`config.mk`:
```
export PLATFORM = sky130hd
export DESIGN_NAME = adsc_core
export DESIGN_NICKNAME = d
export VERILOG_FILES = /design/src/adsc_core.v
export VERILOG_INCLUDE_DIRS = /design/src /design/src/src
export SDC_FILE = /design/constraint.sdc
export NUM_CORES = 1
export LEC_CHECK = 0
export ABC_AREA = 1
export BUFFER_PORTS_ARGS = -buffer_cell sky130_fd_sc_hd__buf_2
export CORE_ASPECT_RATIO = 0.75
export CORE_MARGIN = 2
export CORE_UTILIZATION = 66
export DETAILED_ROUTE_END_ITERATION = 10
export PLACE_DENSITY = 0.84
export SETUP_SLACK_MARGIN = 0.02
export SLEW_MARGIN = 20
export SYNTH_ARGS = -nofsm -noshare
export SYNTH_HDL_FRONTEND = slang
export SYNTH_SLANG_ARGS = --single-unit
```
`constraint.sdc`:
```
create_clock -name clk -period 6.1 [get_ports clk]
set_clock_uncertainty 0.05 [all_clocks]
set_input_delay 1.525 -clock clk [delete_from_list [all_inputs] [get_ports clk]]
set_output_delay 1.525 -clock clk [all_outputs]
set_load 0.01 [all_outputs]
```
`src/adsc_map.vh`:
```
// constants for the adc/dac serial control block
// Summary of operation
// Shift 16-bit serial words from host into parallel registers; SCLK up to 25MHz.
// Serial input bit is sampled on each falling SCLK edge.
// Host drives chip select low before clocking any command or data bits.
// DAC write is command 0001XXXX, then two bytes giving channel and code.
// Each DAC channel has an input register and a 12-bit output register.
// Load strobe low or serial transfer sequence copies input into output registers.
// DAC code is straight binary; one step is 1/4096 of reference.
// Wake-up select low at power-up: codes 000h, buffers off, pulled to ground.
// Wake-up select high at power-up: codes FFFh, buffers off, pulled to reference.
// I/O write is command byte plus one data byte applied to I/O channels.
// Internal oscillator runs and times conversions in clock modes 00, 01, 10.
// In clock mode 11 host keeps SCLK 0.1-3.6MHz at 40-60% duty.
// Reference 00 internal both after wake delay; 10 ADC internal, DAC first pin.
// Reference 01 DAC first pin, ADC second pin; 11 ADC differential reference.
// Second reference pin is analog input for 00/10, negative reference for 01/11.
// Conversion command with bit 0 set requests one temperature conversion per scan.
// Temperature converts first in scan and is read out as first two bytes.
// New temperature result replaces an unread older temperature result.
// Temperature uses internal reference; two's complement, 1/8 degree per step.
// Scan starts on conversion write in modes 10/11, start pin pulse in 00/01.
// Skip channels whose pin serves as conversion start or second reference.
// Differential pairs ignore lowest channel select bit, converted as one channel.
// Modes 00/01 one result per channel; 10 repeats by average count; 11 once. Code runs every scan as mode 11 in clock mode 11.
// Scan mode 00 covers zero to selected; 01 selected to highest channel. Code converts selected channel only in clock mode 11.
// Command byte with bit 7 set is a conversion register write.
// Command byte with bit 7 clear and bit 6 set is a setup write.
// Partial word is discarded when chip select returns high early.
`ifndef ADSC_MAP_VH
`define ADSC_MAP_VH
`define ADSC_SETUP_RST    8'h28
`define ADSC_CONV_RST     8'h00
`define ADSC_DAC_CMD      4'h1
`define ADSC_IO_CMD       8'h04
`define ADSC_OP_XFER_ALL  4'h8
`define ADSC_CODE_ZERO    12'h000
`define ADSC_CODE_FULL    12'hfff
`define ADSC_CONV_PIN_CH  3'h7
`define ADSC_SECOND_REFERENCE_PIN_CH      3'h6
`define ADSC_TOP_CH       3'h7
`define ADSC_AVG_BASE     6'h04
`define ADSC_REF_WAKE_CYC 8'hf4
`define ADSC_FIFO_DEPTH   5'h10
`define ADSC_PIN_RST      5'h19
`endif

```
`src/adsc_core.v`:
```
// serial control logic of the combined adc and quad dac
`timescale 1ns/1ps
`include "adsc_map.vh"

module adsc_core (
    input  wire        clk,
    input  wire        rst_b,
    input  wire        cs_b,
    input  wire        sclk,
    input  wire        din,
    output wire        dout,
    input  wire        dac_load_strobe_b,
    input  wire        conversion_start_pin_b,
    input  wire        wakeup_level_select,
    input  wire [3:0]  diff_pair_mask,
    input  wire [1:0]  average_count,
    input  wire        conv_done,
    input  wire [11:0] conv_result,
    output wire [47:0] dac_code,
    output wire [3:0]  dac_buffer_on,
    output wire        dac_pull_to_ref,
    output wire [3:0]  io_out,
    output wire [1:0]  clock_mode_select,
    output wire [1:0]  reference_select,
    output wire [1:0]  diff_select,
    output wire        osc_enable,
    output wire        adc_ref_external,
    output wire        adc_ref_differential,
    output wire        dac_ref_external,
    output wire        second_reference_pin_is_input,
    output wire        conv_req,
    output wire [2:0]  conv_channel,
    output wire        conv_temp,
    output wire        conv_diff,
    output wire        conv_int_ref,
    output wire        scan_busy
);

    localparam [3:0] ST_IDLE = 4'b0001;
    localparam [3:0] ST_WAKE = 4'b0010;
    localparam [3:0] ST_REQ  = 4'b0100;
    localparam [3:0] ST_WAIT = 4'b1000;

    localparam [1:0] PH_CMD  = 2'h0;
    localparam [1:0] PH_HI   = 2'h1;
    localparam [1:0] PH_LO   = 2'h2;
    localparam [1:0] PH_IO   = 2'h3;

    function pair_of;
        input [2:0] ch;
        input [3:0] m;
        begin
            pair_of = m[ch[2:1]];
        end
    endfunction

    function [2:0] eff_ch;
        input [2:0] ch;
        input [3:0] m;
        begin
            eff_ch = pair_of(ch, m) ? {ch[2:1], 1'b0} : ch;
        end
    endfunction

    function covers;
        input [2:0] ch;
        input       d;
        input [2:0] pin;
        begin
            covers = (ch == pin) || (d && (ch[2:1] == pin[2:1]));
        end
    endfunction

    // pins: [4] conversion start, [3] load strobe, [2] data, [1] clock, [0] select
    wire [4:0] pin_raw = {conversion_start_pin_b, dac_load_strobe_b, din, sclk, cs_b};
    reg  [4:0] s1_r;
    reg  [4:0] s2_r;
    reg  [4:0] s3_r;
    reg  [4:0] pin_r;
    reg  [4:0] pin_old_r;
    wire [4:0] pin_nxt = (s2_r & s3_r) | (pin_r & (s2_r ^ s3_r));

    always @(posedge clk or negedge rst_b) begin
        if (!rst_b) begin
            s1_r      <= `ADSC_PIN_RST;
            s2_r      <= `ADSC_PIN_RST;
            s3_r      <= `ADSC_PIN_RST;
            pin_r     <= `ADSC_PIN_RST;
            pin_old_r <= `ADSC_PIN_RST;
        end else begin
            s1_r      <= pin_raw;
            s2_r      <= s1_r;
            s3_r      <= s2_r;
            pin_r     <= pin_nxt;
            pin_old_r <= pin_r;
        end
    end

    wire sel      = ~pin_r[0];
    wire sck_fall = pin_old_r[1] & ~pin_r[1];
    wire sck_rise = ~pin_old_r[1] & pin_r[1];
    wire sdi      = pin_r[2];
    wire load_low = ~pin_r[3];
    wire cnv_fall = pin_old_r[4] & ~pin_r[4];
    wire cs_fall  = pin_old_r[0] & ~pin_r[0];

    // serial command decode and register file
    reg  [2:0]  bit_cnt_r;
    reg  [6:0]  sh_r;
    reg  [1:0]  phase_r;
    reg  [7:0]  hi_r;
    reg  [7:0]  setup_r;
    reg  [7:0]  conv_r;
    reg         conv_wr_r;
    reg  [3:0]  io_r;
    reg  [11:0] dac_in_r [0:3];
    reg  [11:0] dac_out_r [0:3];
    reg  [3:0]  buf_on_r;
    reg         pull_ref_r;
    reg         init_pend_r;
    integer     i;

    wire        byte_done = sel & sck_fall & (bit_cnt_r == 3'h7);
    wire [7:0]  rx_byte   = {sh_r, sdi};
    wire [15:0] rx_word   = {hi_r, rx_byte};
    wire [1:0]  rx_idx    = rx_word[13:12];

    always @(posedge clk or negedge rst_b) begin
        if (!rst_b) begin
            bit_cnt_r   <= 3'h0;
            sh_r        <= 7'h00;
            phase_r     <= PH_CMD;
            hi_r        <= 8'h00;
            setup_r     <= `ADSC_SETUP_RST;
            conv_r      <= `ADSC_CONV_RST;
            conv_wr_r   <= 1'b0;
            io_r        <= 4'h0;
            buf_on_r    <= 4'h0;
            pull_ref_r  <= 1'b0;
            init_pend_r <= 1'b1;
            for (i = 0; i < 4; i = i + 1) begin
                dac_in_r[i]  <= `ADSC_CODE_ZERO;
                dac_out_r[i] <= `ADSC_CODE_ZERO;
            end
        end else if (init_pend_r) begin
            // strap caught at the first edge after release
            init_pend_r <= 1'b0;
            pull_ref_r  <= wakeup_level_select;
            buf_on_r    <= 4'h0;
            for (i = 0; i < 4; i = i + 1) begin
                dac_in_r[i]  <= wakeup_level_select ? `ADSC_CODE_FULL : `ADSC_CODE_ZERO;
                dac_out_r[i] <= wakeup_level_select ? `ADSC_CODE_FULL : `ADSC_CODE_ZERO;
            end
        end else begin
            conv_wr_r <= 1'b0;
            if (!sel) begin
                bit_cnt_r <= 3'h0;
                phase_r   <= PH_CMD;
            end else if (sck_fall) begin
                bit_cnt_r <= bit_cnt_r + 3'h1;
                sh_r      <= {sh_r[5:0], sdi};
            end
            if (byte_done) begin
                case (phase_r)
                    PH_CMD: begin
                        if (rx_byte[7]) begin
                            conv_r    <= rx_byte;
                            conv_wr_r <= 1'b1;
                        end else if (rx_byte[6]) begin
                            setup_r <= rx_byte;
                        end else if (rx_byte[7:4] == `ADSC_DAC_CMD) begin
                            phase_r <= PH_HI;
                        end else if (rx_byte == `ADSC_IO_CMD) begin
                            phase_r <= PH_IO;
                        end
                    end
                    PH_HI: begin
                        hi_r    <= rx_byte;
                        phase_r <= PH_LO;
                    end
                    PH_LO: begin
                        phase_r <= PH_CMD;
                        if (rx_word[15:14] == 2'h0) begin
                            dac_in_r[rx_idx] <= rx_word[11:0];
                        end else if (rx_word[15:14] == 2'h1) begin
                            dac_in_r[rx_idx]  <= rx_word[11:0];
                            dac_out_r[rx_idx] <= rx_word[11:0];
                            buf_on_r[rx_idx]  <= 1'b1;
                        end else if (rx_word[15:12] == `ADSC_OP_XFER_ALL) begin
                            buf_on_r <= 4'hf;
                            for (i = 0; i < 4; i = i + 1) begin
                                dac_out_r[i] <= dac_in_r[i];
                            end
                        end
                    end
                    PH_IO: begin
                        io_r    <= rx_byte[3:0];
                        phase_r <= PH_CMD;
                    end
                    default: phase_r <= PH_CMD;
                endcase
            end
            if (load_low) begin
                buf_on_r <= 4'hf;
                for (i = 0; i < 4; i = i + 1) begin
                    dac_out_r[i] <= dac_in_r[i];
                end
            end
        end
    end

    // result storage: one temperature slot ahead of a channel fifo
    reg  [11:0] fifo_mem [0:15];
    reg  [3:0]  wr_ptr_r;
    reg  [3:0]  rd_ptr_r;
    reg  [4:0]  fifo_cnt_r;
    reg  [11:0] temp_r;
    reg         temp_vld_r;
    wire        res_push;
    wire        temp_set;
    wire        pop_temp = cs_fall & temp_vld_r;
    wire        pop_fifo = cs_fall & ~temp_vld_r & (fifo_cnt_r != 5'h00);
    wire        fifo_full = (fifo_cnt_r == `ADSC_FIFO_DEPTH);

    always @(posedge clk) begin
        if (res_push) begin
            fifo_mem[wr_ptr_r] <= conv_result;
        end
    end

    always @(posedge clk or negedge rst_b) begin
        if (!rst_b) begin
            wr_ptr_r   <= 4'h0;
            rd_ptr_r   <= 4'h0;
            fifo_cnt_r <= 5'h00;
            temp_r     <= 12'h000;
            temp_vld_r <= 1'b0;
        end else begin
            if (res_push) begin
                wr_ptr_r <= wr_ptr_r + 4'h1;
            end
            if (pop_fifo || (res_push && fifo_full)) begin
                rd_ptr_r <= rd_ptr_r + 4'h1; // full: oldest result is dropped
            end
            if (res_push && !pop_fifo && !fifo_full) begin
                fifo_cnt_r <= fifo_cnt_r + 5'h01;
            end else if (pop_fifo && !res_push) begin
                fifo_cnt_r <= fifo_cnt_r - 5'h01;
            end
            if (temp_set) begin
                temp_r     <= conv_result;
                temp_vld_r <= 1'b1;
            end else if (pop_temp) begin
                temp_vld_r <= 1'b0;
            end
        end
    end

    // readout: word chosen at select fall, bits move after each rising clock that follows a falling clock
    reg  [15:0] tx_r;
    reg         dout_r;
    reg         seen_fall_r;
    wire [11:0] rd_data = temp_vld_r ? temp_r :
                          (fifo_cnt_r != 5'h00) ? fifo_mem[rd_ptr_r] : 12'h000;
    wire [15:0] rd_word = {4'h0, rd_data};

    always @(posedge clk or negedge rst_b) begin
        if (!rst_b) begin
            tx_r        <= 16'h0000;
            dout_r      <= 1'b0;
            seen_fall_r <= 1'b0;
        end else if (cs_fall) begin
            dout_r      <= rd_word[15];
            tx_r        <= {rd_word[14:0], 1'b0};
            seen_fall_r <= 1'b0;
        end else if (sel) begin
            if (sck_fall) begin
                seen_fall_r <= 1'b1;
            end
            if (sck_rise && seen_fall_r) begin
                dout_r <= tx_r[15];
                tx_r   <= {tx_r[14:0], 1'b0};
            end
        end
    end

    // scan sequencer
    reg  [3:0] st_r;
    reg  [3:0] cur_r;
    reg  [2:0] end_r;
    reg  [5:0] rep_r;
    reg  [1:0] mode_r;
    reg        temp_pend_r;
    reg  [7:0] wcnt_r;
    reg        req_r;
    reg  [2:0] req_ch_r;
    reg        req_temp_r;
    reg        req_diff_r;
    reg        req_iref_r;

    wire [1:0] cks     = setup_r[5:4];
    wire [1:0] rsel    = setup_r[3:2];
    wire [2:0] sel_ch  = conv_r[5:3];
    wire [1:0] scan_md = conv_r[2:1];
    wire [1:0] md_eff  = (cks == 2'h3) ? 2'h3 : scan_md;
    wire       start   = (st_r == ST_IDLE) &&
                         ((cks[1] && conv_wr_r) || (!cks[1] && cnv_fall));
    wire [2:0] e_ch    = eff_ch(cur_r[2:0], diff_pair_mask);
    wire       e_d     = pair_of(cur_r[2:0], diff_pair_mask);
    wire       ch_ok   = !((!cks[1] && covers(e_ch, e_d, `ADSC_CONV_PIN_CH)) ||
                           (rsel[0] && covers(e_ch, e_d, `ADSC_SECOND_REFERENCE_PIN_CH)));
    wire [3:0] nxt_ch  = {1'b0, e_ch} + (e_d ? 4'h2 : 4'h1);
    wire       last    = (mode_r == 2'h3) || ((mode_r == 2'h2) && (rep_r == 6'h01)) ||
                         (!mode_r[1] && (nxt_ch > {1'b0, end_r}));

    assign res_push = (st_r == ST_WAIT) && conv_done && !req_temp_r;
    assign temp_set = (st_r == ST_WAIT) && conv_done && req_temp_r;

    always @(posedge clk or negedge rst_b) begin
        if (!rst_b) begin
            st_r        <= ST_IDLE;
            cur_r       <= 4'h0;
            end_r       <= 3'h0;
            rep_r       <= 6'h00;
            mode_r      <= 2'h3;
            temp_pend_r <= 1'b0;
            wcnt_r      <= 8'h00;
            req_r       <= 1'b0;
            req_ch_r    <= 3'h0;
            req_temp_r  <= 1'b0;
            req_diff_r  <= 1'b0;
            req_iref_r  <= 1'b0;
        end else begin
            req_r <= 1'b0;
            case (st_r)
                ST_IDLE: begin
                    if (start) begin
                        temp_pend_r <= conv_r[0];
                        mode_r      <= md_eff;
                        cur_r       <= {1'b0, (md_eff == 2'h0) ? 3'h0 : sel_ch};
                        end_r       <= (scan_md == 2'h1) ? `ADSC_TOP_CH : sel_ch;
                        rep_r       <= `ADSC_AVG_BASE << average_count;
                        wcnt_r      <= `ADSC_REF_WAKE_CYC;
                        st_r        <= ((rsel == 2'h0) || conv_r[0]) ? ST_WAKE : ST_REQ;
                    end
                end
                ST_WAKE: begin
                    wcnt_r <= wcnt_r - 8'h01;
                    if (wcnt_r == 8'h01) begin
                        st_r <= ST_REQ;
                    end
                end
                ST_REQ: begin
                    if (temp_pend_r) begin
                        req_r      <= 1'b1;
                        req_temp_r <= 1'b1;
                        req_diff_r <= 1'b0;
                        req_iref_r <= 1'b1;
                        st_r       <= ST_WAIT;
                    end else if (ch_ok) begin
                        req_r      <= 1'b1;
                        req_ch_r   <= e_ch;
                        req_temp_r <= 1'b0;
                        req_diff_r <= e_d;
                        req_iref_r <= ~rsel[0];
                        st_r       <= ST_WAIT;
                    end else if (last || mode_r[1]) begin
                        st_r <= ST_IDLE;
                    end else begin
                        cur_r <= nxt_ch;
                    end
                end
                ST_WAIT: begin
                    if (conv_done) begin
                        if (req_temp_r) begin
                            temp_pend_r <= 1'b0;
                            st_r        <= ST_REQ;
                        end else if (last) begin
                            st_r <= ST_IDLE;
                        end else begin
                            st_r <= ST_REQ;
                            if (mode_r == 2'h2) begin
                                rep_r <= rep_r - 6'h01;
                            end else begin
                                cur_r <= nxt_ch;
                            end
                        end
                    end
                end
                default: st_r <= ST_IDLE;
            endcase
        end
    end

    assign dout                 = dout_r;
    assign dac_code             = {dac_out_r[3], dac_out_r[2], dac_out_r[1], dac_out_r[0]};
    assign dac_buffer_on        = buf_on_r;
    assign dac_pull_to_ref      = pull_ref_r;
    assign io_out               = io_r;
    assign clock_mode_select    = cks;
    assign reference_select     = rsel;
    assign diff_select          = setup_r[1:0];
    assign osc_enable           = (cks != 2'h3);
    assign adc_ref_external     = rsel[0];
    assign adc_ref_differential = (rsel == 2'h3);
    assign dac_ref_external     = (rsel != 2'h0);
    assign second_reference_pin_is_input        = ~rsel[0];
    assign conv_req             = req_r;
    assign conv_channel         = req_ch_r;
    assign conv_temp            = req_temp_r;
    assign conv_diff            = req_diff_r;
    assign conv_int_ref         = req_iref_r;
    assign scan_busy            = (st_r != ST_IDLE);

endmodule // adsc_core

```
# --- Word-level counts from Yosys, hierarchy flattened ---
# Memories as Yosys holds them, arrays and structs flattened.
# Cells that the tools add are included.
word_totals:
  register_bits: 242
  ram_bits: 192
  in_bits: 27
  mem_count: 1
op_classes:
  add_sub_neg: 8
  magnitude_cmp: 6
  n_eq_ne: 43
  n_shift: 1
  mux: 102
  bitwise: 25
  n_reduce_logical: 69
mem_list:
  columns: ["name", "words", "word_bits", "rd", "rd_ports_with_merged_regs", "wr", "line_no", "source"]
  rows:
  - ["fifo_mem", 16, 12, 1, 0, 1, "adsc_core.v:213", "reg [11:0] fifo_mem [0:15];"]
ops:
  columns: ["cell", "n"]
  rows:
  - ["2-to-1 mux 48 bit", 12]
  - ["bitwise mux 48 bit", 2]
  - ["2-to-1 mux 4 bit", 13]
  - ["2-to-1 mux 12 bit", 4]
  - ["2-to-1 mux 16 bit", 3]
  - ["2-to-1 mux 3 bit", 15]
  - ["2-to-1 mux 6 bit", 5]
  - ["2-to-1 mux 1 bit", 28]
  - ["!= test 2 bit (second input constant)", 13]
  - ["demux 12 bit (select 2 bit)", 1]
  - ["nonzero test 2 bit", 10]
  - ["logical AND 1 bit", 18]
  - ["2-to-1 mux 2 bit", 8]
  - ["one-hot mux 4 bit (4 select lines)", 1]
  - ["one-hot mux 8 bit (2 select lines)", 1]
  - ["AND reduction 4 bit", 4]
  - ["AND reduction 3 bit", 5]
  - ["== test 2 bit (second input constant)", 7]
  - ["one-hot mux 6 bit (2 select lines)", 1]
  - ["AND reduction 2 bit", 6]
  - ["bitwise AND 5 bit", 2]
  - ["2-to-1 mux 5 bit", 2]
  - ["inverter 1 bit", 10]
  - ["bitwise AND 1 bit", 9]
  - ["other kinds (47)", 74]

# --- Logic depth before layout (Yosys ltp) ---
# Gate-level depths: netlist of the first run.
depth:
  word_depth: 12
  depth_mapped: 20
  mapped_depth_nobuf: 20

# --- Worst setup path before layout of the first run ---
# OpenSTA, ideal clock, no wires.
synth_timing:
  path_type: "input port to flip-flop"
  startpoint: "input diff_pair_mask[3]"
  endpoint: "register rep_r[2]"
  setup_time_ps: 127
  arrival_time_ps: 3709
  required_ps: 5923
  path_slack_ps: 2214
  cell_stages: 19
  path_cell_list: "nand2_1 > nand3_1 > nand2_1 > nand2_1 > inv_1 > fa_1 > xnor2_1 > inv_1 > ha_1 > a21oi_1 > nand2_1 > a21oi_1 > nand3_1 > nand2_1 > nand2_1 > nand2_2 > nand2_2 > nand2_1 > o21ai_0"
synth_via:
  elab_chain_len: 9
synth_rtl:
  columns: ["item", "line_no", "source"]
  rows:
  - ["from (decl)", "adsc_core.v:15", "input wire [3:0] diff_pair_mask,"]
  - ["binary-select mux 1 bit (select 2 bit)", "adsc_core.v:53", "pair_of = m[ch[2:1]];"]
  - ["2-to-1 mux 1 bit (implied by the code)", "adsc_core.v:53", null]
  - ["2-to-1 mux 1 bit", "adsc_core.v:61", "eff_ch = pair_of(ch, m) ? {ch[2:1], 1'b0} : ch;"]
  - ["named net e_ch[0]", "adsc_core.v:308", "wire [2:0] e_ch = eff_ch(cur_r[2:0], diff_pair_mask);"]
  - ["adder 3 x 2 -> 4 bit", "adsc_core.v:312", "wire [3:0] nxt_ch = {1'b0, e_ch} + (e_d ? 4'h2 : 4'h1);"]
  - ["greater-than comparator 4 x 3 -> 1 bit", "adsc_core.v:314", "(!mode_r[1] && (nxt_ch > {1'b0, end_r}));"]
  - ["logical AND 1 bit", "adsc_core.v:314", null]
  - ["logical OR 1 bit", "adsc_core.v:313", "wire last = (mode_r == 2'h3) || ((mode_r == 2'h2) && (rep_r == 6'h01)) ||"]
  - ["!= test 2 bit (no line)", null, null]
  - ["AND reduction 6 bit (no line)", null, null]
  - ["to (signal assigned)", "adsc_core.v:342", "rep_r <= `ADSC_AVG_BASE << average_count;"]
  - ["to (signal assigned)", "adsc_core.v:383", "rep_r <= rep_r - 6'h01;"]
  - ["to (decl)", "adsc_core.v:291", "reg [5:0] rep_r;"]
# The timed path passes the listed nets, and every way through them passes these cells. The select of a mux whose other input is x is not followed.
# A chain may end at the register's enable or synchronous reset.

# --- Worst setup path in the final report of the first run ---
layout_timing:
  startpoint: "input diff_pair_mask[3]"
  endpoint: "register rep_r[1]"
# Same word-level chain as after synthesis.

==> impl_metrics.csv, run 1 <==
group,metric,value,unit
layout,n_fill_cell,1792,
floorplan,die_y,150,um
route,drc,0,
layout,diodes,0,
sta,tightestPinTransition,980,ps
layout,multi_input_area,6020,sq um
yosys,netlist.area_leader.share,30.9,%
sta,rsz0062_at_grt,"no",
power,switching_share,34.2,%
layout,seq_area,11800,sq um
global_route,antenna_found_initial,0,
floorplan,floorplan.rows,53,
yosys,synth_top_area_cell,"edfxtp_1",
power,peakVddDrop,0.000229,V
sta,finalCritPeriodShare,65.1,%
route,ant_nets,0,
sta,min_period,3970,ps
clocking,clk_latency,530,ps
run,max_cap_violations,0,
floorplan,start_util,66.9,%
clocking,cts_hold_buf,0,
global_route,grtUsageMet3,4.87,%
placed_design,hpwlAfterDp,27.9,mm
sta,hold_viol_final,0,
sta,drv_slew,0,
yosys,synthDistinctLibCells,44,
yosys,synthesis.area,18700,sq um
critical_path,r2r_start,"cur_r[1]",
critical_path,cp-start-kind,"input pin",
power,power_leakage,8.62,nW
clocking,root_buffer,"clkbuf_16",
run_status,status,"completed",
power,p_per_area,396,nW/um^2
yosys,synth.avg_cell_area,10.1,sq um
yosys,synth_warnings,0,
global_route,grt_busiest_layer,"met2",
clocking,post_cts_buffers,0,
yosys,postSynthCellCount,1844,
global_route,overflow,0,
critical_path,reg2reg_to,"rep_r[1]",
route,wire_per_inst,19.6,um
power,finalPower,8.19,mW
global_route,grt_usage,31.0,%
power,pwr-share-clk,29.6,%
power,power_frac_seq,44.1,%
yosys,ys_dominant_reg_cell,"dfrtp_1",
yosys,async_reset_ff_share,55.5,%
critical_path,crit_fanout,10,
yosys,ys_seq_area_share,63.0,%
min_path,hold_path_end,"s2_r[2]",
route,drt-vias-per-instance,6.20,
route,dr.pass1.iters,5,
floorplan,dieArea,29700,sq um
floorplan,ios,104,
placed_design,gp_congestion,0.910,
power,p_switching,2.81,mW
critical_path,end_kind,"flip-flop",
floorplan,die-width,198,um
clocking,post_cts_resized,0,
layout,nets,1965,
sta,slew_headroom,34.7,%
sta,finalSetupTns,0,ps
layout,final_common_cell,"nand2_1",
placed_design,port-buffer-count,103,
yosys,synth-edff-count,192,
yosys,synth-seq-cells,431,
route,drt_wl_total,45.6,mm
critical_path,critPathKind,"in2reg",
sta,max_freq,252,MHz
layout,most-common-layout-cells,"nand2_1 (356), o21ai_0 (244), dfrtp_1 (217)",
min_path,min_path_type,"reg2reg",
critical_path,rr_worst_depth,20,
min_path,min-delay-start,"s1_r[2]",
global_route,met2_usage,46.9,%
global_route,grt_max_degree,130,
critical_path,arrival,4330,ps
clocking,clk_pin_slew_worst_paths,60,ps
clocking,htreeDepth,2,
clocking,cts_tree,"done",
global_route,grt_pass1_vias,13600,
floorplan,core_area,27900,sq um
critical_path,r2r_setup_slack,2550,ps
clocking,numClockSinks,431,
sta,setup_violations,0,
clocking,cts-buffers-inserted,41,
layout,drive_gt1_share,13.3,%
critical_path,required,6460,ps
clocking,cts_buffer_depth,3,
power,intPower,5.39,mW
layout,area_growth_syn_to_layout,10.8,%
power,p_comb_share,26.3,%
route,via_count,14400,
route,drtIter0Drc,1661,
min_path,holdPathStages,0,
yosys,synthTopCellsByArea,"edfxtp_1 (31%), dfrtp_1 (29%), nand2_1 (7.2%), o21ai_0 (6.5%), a21oi_1 (2.9%)",
global_route,grt_pass1_wl,71.5,mm
global_route,use_met1,46.4,%
yosys,synth.net_count,1896,
stage by stage:
step                      hold WS [ps]  std cells  cell area (sq um)  utilization [%]  setup WS (ps)
after floorplan                    281       1844              18700                -           2210
after global placement             286       2255              19400             69.6           1930
after detailed placement           285       2255              19400             69.6           1710
after CTS                          298       2330              20700             74.1           2150
after global routing               309       2330              20700             74.2           1760
final                              297       2330              20700             74.2           2130
cells in the mapped netlist (5+ instances only):
cell type,instances
o22ai_1,30
a31oi_1,19
edfxtp_1,192
dfstp_2,20
nor2_2,11
buf_2,23
dfrtp_1,219
o21ai_0,244
or2_2,12
a21oi_1,108
ha_1,23
a22oi_1,26
o21ai_1,33
buf_1,6
inv_1,122
nand2_2,7
a21o_1,5
xor2_1,11
o21bai_1,5
nand2_1,356
nand3_1,108
mux2_2,12
nand4_1,11
nor2_1,122
nor3_1,6
a221oi_1,11
clkbuf_1,64
how the worst max path moves through the flow:
stage                                  from  cells after the start  endpoint
after detailed placement  diff_pair_mask[3]                     20  rep_r[1]
final                     diff_pair_mask[3]                     20  rep_r[1]
after global routing      diff_pair_mask[3]                     19  rep_r[1]
after CTS                 diff_pair_mask[3]                     20  rep_r[2]
after global placement    diff_pair_mask[3]                     20  rep_r[2]
after floorplan           diff_pair_mask[3]                     19  rep_r[2]
critical path: stages:
cell and delay, ps:
buf_2 80, nand2_1 40, nand3_1 80, nand2_1 110, nand2_1 140, inv_1 80
fa_1 430, xnor2_1 250, inv_1 70, ha_1 310, a21oi_1 140, nand2_1 60
a21oi_1 130, nand3_1 180, nand2_1 170, nand2_1 80, nand2_2 130, nand2_2 140
nand2_1 90, o21ai_0 80
power by group through the flow:
stage | logic [mW] | registers, mW | clock network [mW]
floorplan | 1.51 | 3.57 | 0
finish | 2.15 | 3.61 | 2.43
global route | 2.38 | 3.64 | 2.54
detailed placement | 2.08 | 3.65 | 0
global placement | 1.98 | 3.63 | 0
CTS | 2.12 | 3.60 | 2.43
layer usage:
layer	routed length, um	vias to the layer above
met5	0	-
met4	1160	0
met3	4490	109
met2	21100	827
met1	18800	7019
li1	-	6492
flip-flops by register name, summed over array words and instances, names as in the netlist, 5 cells and up:
name,cells
fifo_mem,192
dac_code,48
dac_in_r,48
tx_r,15
temp_r,12
hi_r,8
wcnt_r,8
sh_r,7
conv_r,6
rep_r,6
setup_r,6
fifo_cnt_r,5
pin_r,5
s1_r,5
s2_r,5
s3_r,5
logic make-up (layout without fill, tap and decap cells):
| family | after synthesis | after routing | synth area share, % |
|---|---|---|---|
| buffers and inverters | 227 | 328 | 4.82 |
| other | 1 | 1 | 0.0201 |
| multiplexers | 14 | 14 | 0.837 |
| AO/OA/AOI/OAI | 491 | 491 | 14.4 |
| flip-flops | 431 | 431 | 63.0 |
| AND/OR/NAND/NOR | 643 | 643 | 14.6 |
| XOR/XNOR | 12 | 12 | 0.563 |
| adder cells (fa/ha/maj) | 25 | 25 | 1.76 |
layout make-up:
type / instances / area share, %
timing repair buffer: 123 / 3.32
clock inverter: 17 / 0.671
tap: 385 / 2.33
sequential: 431 / 56.9
inverter: 130 / 2.36
multi-input combinational: 1186 / 29.1
clock buffer: 58 / 5.37
(Power assumes the default switching activity.)
==> run 2: changes to the inputs <==
--- a/config.mk
+++ b/config.mk
@@ -10,9 +10,9 @@
 export BUFFER_PORTS_ARGS = -buffer_cell sky130_fd_sc_hd__buf_2
 export CORE_ASPECT_RATIO = 0.75
 export CORE_MARGIN = 2
-export CORE_UTILIZATION = 66
+export CORE_UTILIZATION = 61
 export DETAILED_ROUTE_END_ITERATION = 10
-export PLACE_DENSITY = 0.84
+export PLACE_DENSITY = 0.79
 export SETUP_SLACK_MARGIN = 0.02
 export SLEW_MARGIN = 20
 export SYNTH_ARGS = -nofsm -noshare
==> constraint.sdc (replaced) <==
create_clock -name clk -period 4.2 [get_ports clk]
set_clock_uncertainty 0.05 [all_clocks]
set_input_delay 1.05 -clock clk [delete_from_list [all_inputs] [get_ports clk]]
set_output_delay 1.05 -clock clk [all_outputs]
set_load 0.01 [all_outputs]
==> run 2 against run 1 <==
Sequential cell count is the same. Register-to-register slack lost 1900 ps. Sequential share of layout area fell by 0.62 points. Clock-buffer cell count is the same. Sequential power grew 44%. Critical endpoint unchanged. Largest cell class unchanged. Largest power group unchanged.
==> impl_metrics.csv, run 2 (synthesis results as in run 1) <==
group,metric,value,unit
sta,finalSetupTns,0,ps
clocking,root_buffer,"clkbuf_16",
global_route,met2_usage,43.4,%
critical_path,slowest_delay,460,ps
clocking,cts_buffer_depth,3,
sta,rsz0062_at_grt,"no",
power,peakVddDrop,0.000349,V
clocking,clk_pin_slew_worst_paths,60,ps
critical_path,r2r_start,"cur_r[1]",
sta,setup_violations,0,
critical_path,cp-start-kind,"flip-flop",
power,switching_share,33.9,%
placed_design,place_area,19600,sq um
power,intPower,8.02,mW
layout,area_growth_syn_to_layout,12.1,%
route,dr.pass1.iters,5,
layout,nets,1979,
sta,hold_viol_final,0,
sta,fin_hold_ws,300,ps
sta,finalCritPeriodShare,84.7,%
placed_design,hpwlAfterDp,28.3,mm
critical_path,end_kind,"flip-flop",
power,p_per_area,580,nW/um^2
sta,max_freq,281,MHz
critical_path,worstPathCellList,"inv_1, nand2_1, nand3_1, nand2_1, nand2_1, inv_1, fa_1, xnor2_1, inv_1, ha_1, a21oi_1, nand2_1, a21oi_1, nand3_1, nand2_1, nand2_1, nand2_2, nand2_2, nand2_1, o21ai_0",
critical_path,r2r_setup_slack,640,ps
global_route,grt_pass1_vias,13800,
power,p_switching,4.11,mW
sta,slew_headroom,37.2,%
floorplan,die-width,206,um
power,pwr-share-clk,30.6,%
route,drt-vias-per-instance,5.99,
clocking,cts_hold_buf,0,
min_path,min-delay-start,"s1_r[0]",
route,drt_wl_total,44.7,mm
min_path,min_path_type,"reg2reg",
sta,tightestPinTransition,938,ps
route,wire_per_inst,18.9,um
global_route,grt_busiest_layer,"met2",
floorplan,ios,104,
floorplan,start_util,62.0,%
floorplan,core_area,30100,sq um
power,power_leakage,8.75,nW
power,finalPower,12.1,mW
run_status,status,"completed",
layout,largest_reg_flops,192,
critical_path,crit_buf_inv,3,
power,power_frac_seq,42.9,%
route,via_count,14100,
critical_path,crit_family,"simple AND/OR/NAND/NOR gates",
sta,setup_slack,641,ps
critical_path,cpMaxStageDelayCell,"dfrtp_1",
layout,stdcell_area,20900,sq um
clocking,numClockSinks,431,
placed_design,place_inst,2283,
critical_path,arrival,3910,ps
global_route,grt_max_degree,99,
route,drtIter0Drc,1670,
clocking,post_cts_buffers,0,
global_route,grtUsageMet3,7.41,%
placed_design,preCtsSetupSlack,269,ps
placed_design,port-buffer-count,103,
floorplan,floorplan.rows,55,
layout,drive_gt1_share,14.0,%
clocking,post_cts_resized,0,
floorplan,die_y,156,um
critical_path,crit_fanout,10,
layout,final_common_cell,"nand2_1",
floorplan,dieArea,32000,sq um
clocking,htreeDepth,2,
layout,diodes,0,
run,max_cap_violations,0,
global_route,antenna_found_initial,0,
sta,drv_slew,0,
route,ant_nets,0,
layout,regMostFlops,"fifo_mem",
critical_path,critPathMostFrequentCell,"nand2_1",
clocking,cts-buffers-inserted,41,
critical_path,required,4550,ps
global_route,grt_pass1_wl,72.5,mm
layout,fin_util,69.4,%
global_route,use_met1,42.6,%
placed_design,gp_congestion,0.943,
sta,min_period,3560,ps
layout,layout.cells.non_filler,2359,
power,p_comb_share,26.4,%
route,drc,0,
clocking,cts_tree,"done",
clocking,clk_latency,550,ps
critical_path,crit_start,"cur_r[1]",
layout,most-common-layout-cells,"nand2_1 (356), o21ai_0 (244), dfrtp_1 (217)",
global_route,grt_usage,29.0,%
critical_path,critPathKind,"reg2reg",
global_route,overflow,0,
-- run 2: cell types whose count changed in the layout (fill, tap and decap cells not counted), sizes merged --
cell	change
inv	+1
clkinvlp	-1
bufinv	+1
buf	+14
-- run 2: area by class of cell --
| class | instances | area [sq um] |
|---|---|---|
| timing repair buffer | 137 | 806 |
| clock buffer | 58 | 1180 |
| clock inverter | 18 | 174 |
| tap | 399 | 499 |
| sequential | 431 | 11800 |
| multi-input combinational | 1186 | 6010 |
| inverter | 130 | 488 |
| fill | 2190 | 9210 |
-- run 2: power groups by stage --
| stage | clock (mW) | sequential [mW] | combinational [mW] |
|---|---|---|---|
| floorplan | 0 | 5.19 | 2.19 |
| global placement | 0 | 5.25 | 3.02 |
| detailed placement | 0 | 5.27 | 3.13 |
| CTS | 3.76 | 5.20 | 3.17 |
| global route | 3.93 | 5.26 | 3.58 |
| finish | 3.72 | 5.21 | 3.20 |
-- run 2: worst paths after layout --
| kind | cells past startpoint | to |
|---|---|---|
| min | 0 | s2_r[0] |
| max | 20 | rep_r[1] |
| max in group asynchronous | 2 | s1_r[3] |
| max reg2reg | 20 | rep_r[1] |
| min reg2reg | 0 | s2_r[0] |
| min in group asynchronous | 1 | fifo_cnt_r[2] |
-- run 2: layer usage --
metal | routed length [um] | vias up
li1 | - | 6540
met1 | 19000 | 6837
met2 | 20300 | 676
met3 | 4540 | 75
met4 | 830 | 0
met5 | 0 | -
==> run 3: changes to the inputs <==
==> constraint.sdc (replaced) <==
create_clock -name clk -period 3.3 [get_ports clk]
set_clock_uncertainty 0.05 [all_clocks]
set_input_delay 0.825 -clock clk [delete_from_list [all_inputs] [get_ports clk]]
set_output_delay 0.825 -clock clk [all_outputs]
set_load 0.01 [all_outputs]
==> run 3 against run 2 <==
First-iteration DRC count down 8.4%. Wire length down 0.25%. Final cell count up 0.72%. Register-to-register slack worse by 380 ps. Critical path depth unchanged. Largest power group unchanged.
==> impl_metrics.csv, run 3 (synthesis results as in run 1) <==
group,metric,value,unit
run_status,status,"completed",
sta,tightestPinTransition,1060,ps
critical_path,crit_start,"cur_r[1]",
route,dr.pass1.iters,6,
floorplan,ios,104,
clocking,root_buffer,"clkbuf_16",
critical_path,critPathKind,"reg2reg",
power,finalPower,15.5,mW
route,drc,0,
critical_path,required,3670,ps
layout,nets,1996,
sta,hold_viol_final,0,
min_path,min_path_type,"in2async",
layout,area_growth_syn_to_layout,13.0,%
route,via_count,14100,
sta,max_freq,329,MHz
power,p_per_area,735,nW/um^2
clocking,numClockSinks,431,
layout,final_common_cell,"nand2_1",
placed_design,gp_congestion,0.907,
route,wl_met3,4.16,mm
sta,fin_hold_ws,183,ps
floorplan,start_util,62.0,%
floorplan,dieArea,32000,sq um
sta,slew_headroom,29.6,%
global_route,grt_pass1_vias,13500,
global_route,overflow,0,
clocking,htreeDepth,2,
run,max_cap_violations,0,
floorplan,die_y,156,um
sta,finalCritPeriodShare,92.0,%
global_route,grt_pass1_wl,70.5,mm
critical_path,worstPathCellList,"inv_2, nand2_1, nand3_1, nand2_1, nand2_1, inv_1, fa_2, xnor2_2, inv_1, ha_4, a21oi_2, nand2_1, a21oi_1, nand3_1, buf_4, buf_4, nor2_1, nor2_1, nand2_1, o21ai_0",
critical_path,cp-start-kind,"flip-flop",
clocking,cts_hold_buf,0,
layout,drive_gt1_share,15.3,%
layout,largest_reg_flops,192,
clocking,clk_latency,540,ps
layout,layout.cells.non_filler,2376,
route,drt-vias-per-instance,5.95,
placed_design,port-buffer-count,103,
sta,setup_violations,0,
global_route,antenna_found_initial,0,
global_route,grt_usage,28.2,%
critical_path,critPathMostFrequentCell,"nand2_1",
route,ant_nets,0,
clocking,cts_buffer_depth,3,
clocking,clk_pin_slew_worst_paths,70,ps
route,wl_met2,20.0,mm
sta,rsz0062_at_grt,"no",
layout,regMostFlops,"fifo_mem",
critical_path,end_kind,"flip-flop",
placed_design,hpwlAfterDp,28.5,mm
global_route,grt_max_degree,104,
critical_path,slowest_delay,450,ps
power,power_leakage,8.83,nW
route,drt_wl_total,44.6,mm
sta,min_period,3040,ps
sta,finalSetupTns,0,ps
critical_path,r2r_start,"cur_r[1]",
layout,most-common-layout-cells,"nand2_1 (355), o21ai_0 (244), dfrtp_1 (215)",
sta,drv_slew,0,
floorplan,die-width,206,um
route,wire_per_inst,18.8,um
critical_path,crit_fanout,6,
critical_path,cpMaxStageDelayCell,"dfrtp_2",
critical_path,arrival,3410,ps
floorplan,floorplan.rows,55,
placed_design,place_inst,2296,
route,drtIter0Drc,1529,
floorplan,core_area,30100,sq um
clocking,cts_tree,"done",
route,highest_layer,"met4",
power,peakVddDrop,0.000392,V
layout,diodes,0,
route,met1_length,19.6,mm
clocking,cts-buffers-inserted,41,
==> run 3: cell types whose count changed in the layout (fill, tap and decap cells not counted), sizes merged <==
cell / before / now
clkinv: 18 / 21
buf: 137 / 154
clkinvlp: 0 / 1
clkbuf: 58 / 54
==> run 3: path summary, 6_finish.rpt <==
| check | slack (ps) | cells after the start | end |
|---|---|---|---|
| setup reg to reg | 260 | 20 | st_r[2] |
| hold / removal | 180 | 1 | conv_req |
| max in group asynchronous | 2170 | 2 | pin_r[4] |
| setup / recovery | 260 | 20 | st_r[2] |
| hold reg to reg | 300 | 0 | s2_r[3] |
| min in group clk | 300 | 0 | s2_r[3] |
==> run 3: worst max-delay path: cells and delay by family, from the launching register on <==
kind / cells / cell delay, ps
and+or+nand+nor: 9 / 780
buffers and inverters: 5 / 560
AOI/OAI and AO/OA: 3 / 320
adders and majority gates: 2 / 600
xor gates and xnor gates: 1 / 150
DFF: 1 / 450
==> run 3: cell type report <==
cell class | instances | area (sq um)
clock buffer | 54 | 1150
clock inverter | 22 | 181
fill | 2154 | 9040
inverter | 130 | 488
multi-input combinational | 1186 | 6050
sequential | 431 | 11800
tap | 399 | 499
timing repair buffer | 154 | 958
==> run 3: timing repair <==
item / in CTS / in global routing
setup buffers: 0 / 4
setup endpoints to repair: 0 / 12
gates resized for setup: 0 / 9
hold endpoints to repair: 0 / 0
==> run 3: through the flow <==
step / instance area (sq um) / utilization, % / worst slack (ps)
after floorplan: 18700 / - / 114
after global placement: 19700 / 65.3 / -82.0
after detailed placement: 19700 / 65.3 / -188
after CTS: 21000 / 69.8 / 51.2
after global routing: 21100 / 70.0 / 50.7
final: 21100 / 70.0 / 264
==> run 3: power by group <==
group          leakage (nW)  total [mW]  switching, mW  internal, mW
Combinational          3.51        4.26           2.80          1.46
Clock                 0.656        4.66           1.97          2.69
Sequential             4.67        6.58          0.406          6.17
==> run 3: metal layers <==
layer | track usage [%] | vias up
met5 | 0 | -
li1 | - | 6568
met3 | 5.60 | 74
met2 | 41.8 | 644
met4 | 7.59 | 0
met1 | 43.1 | 6849
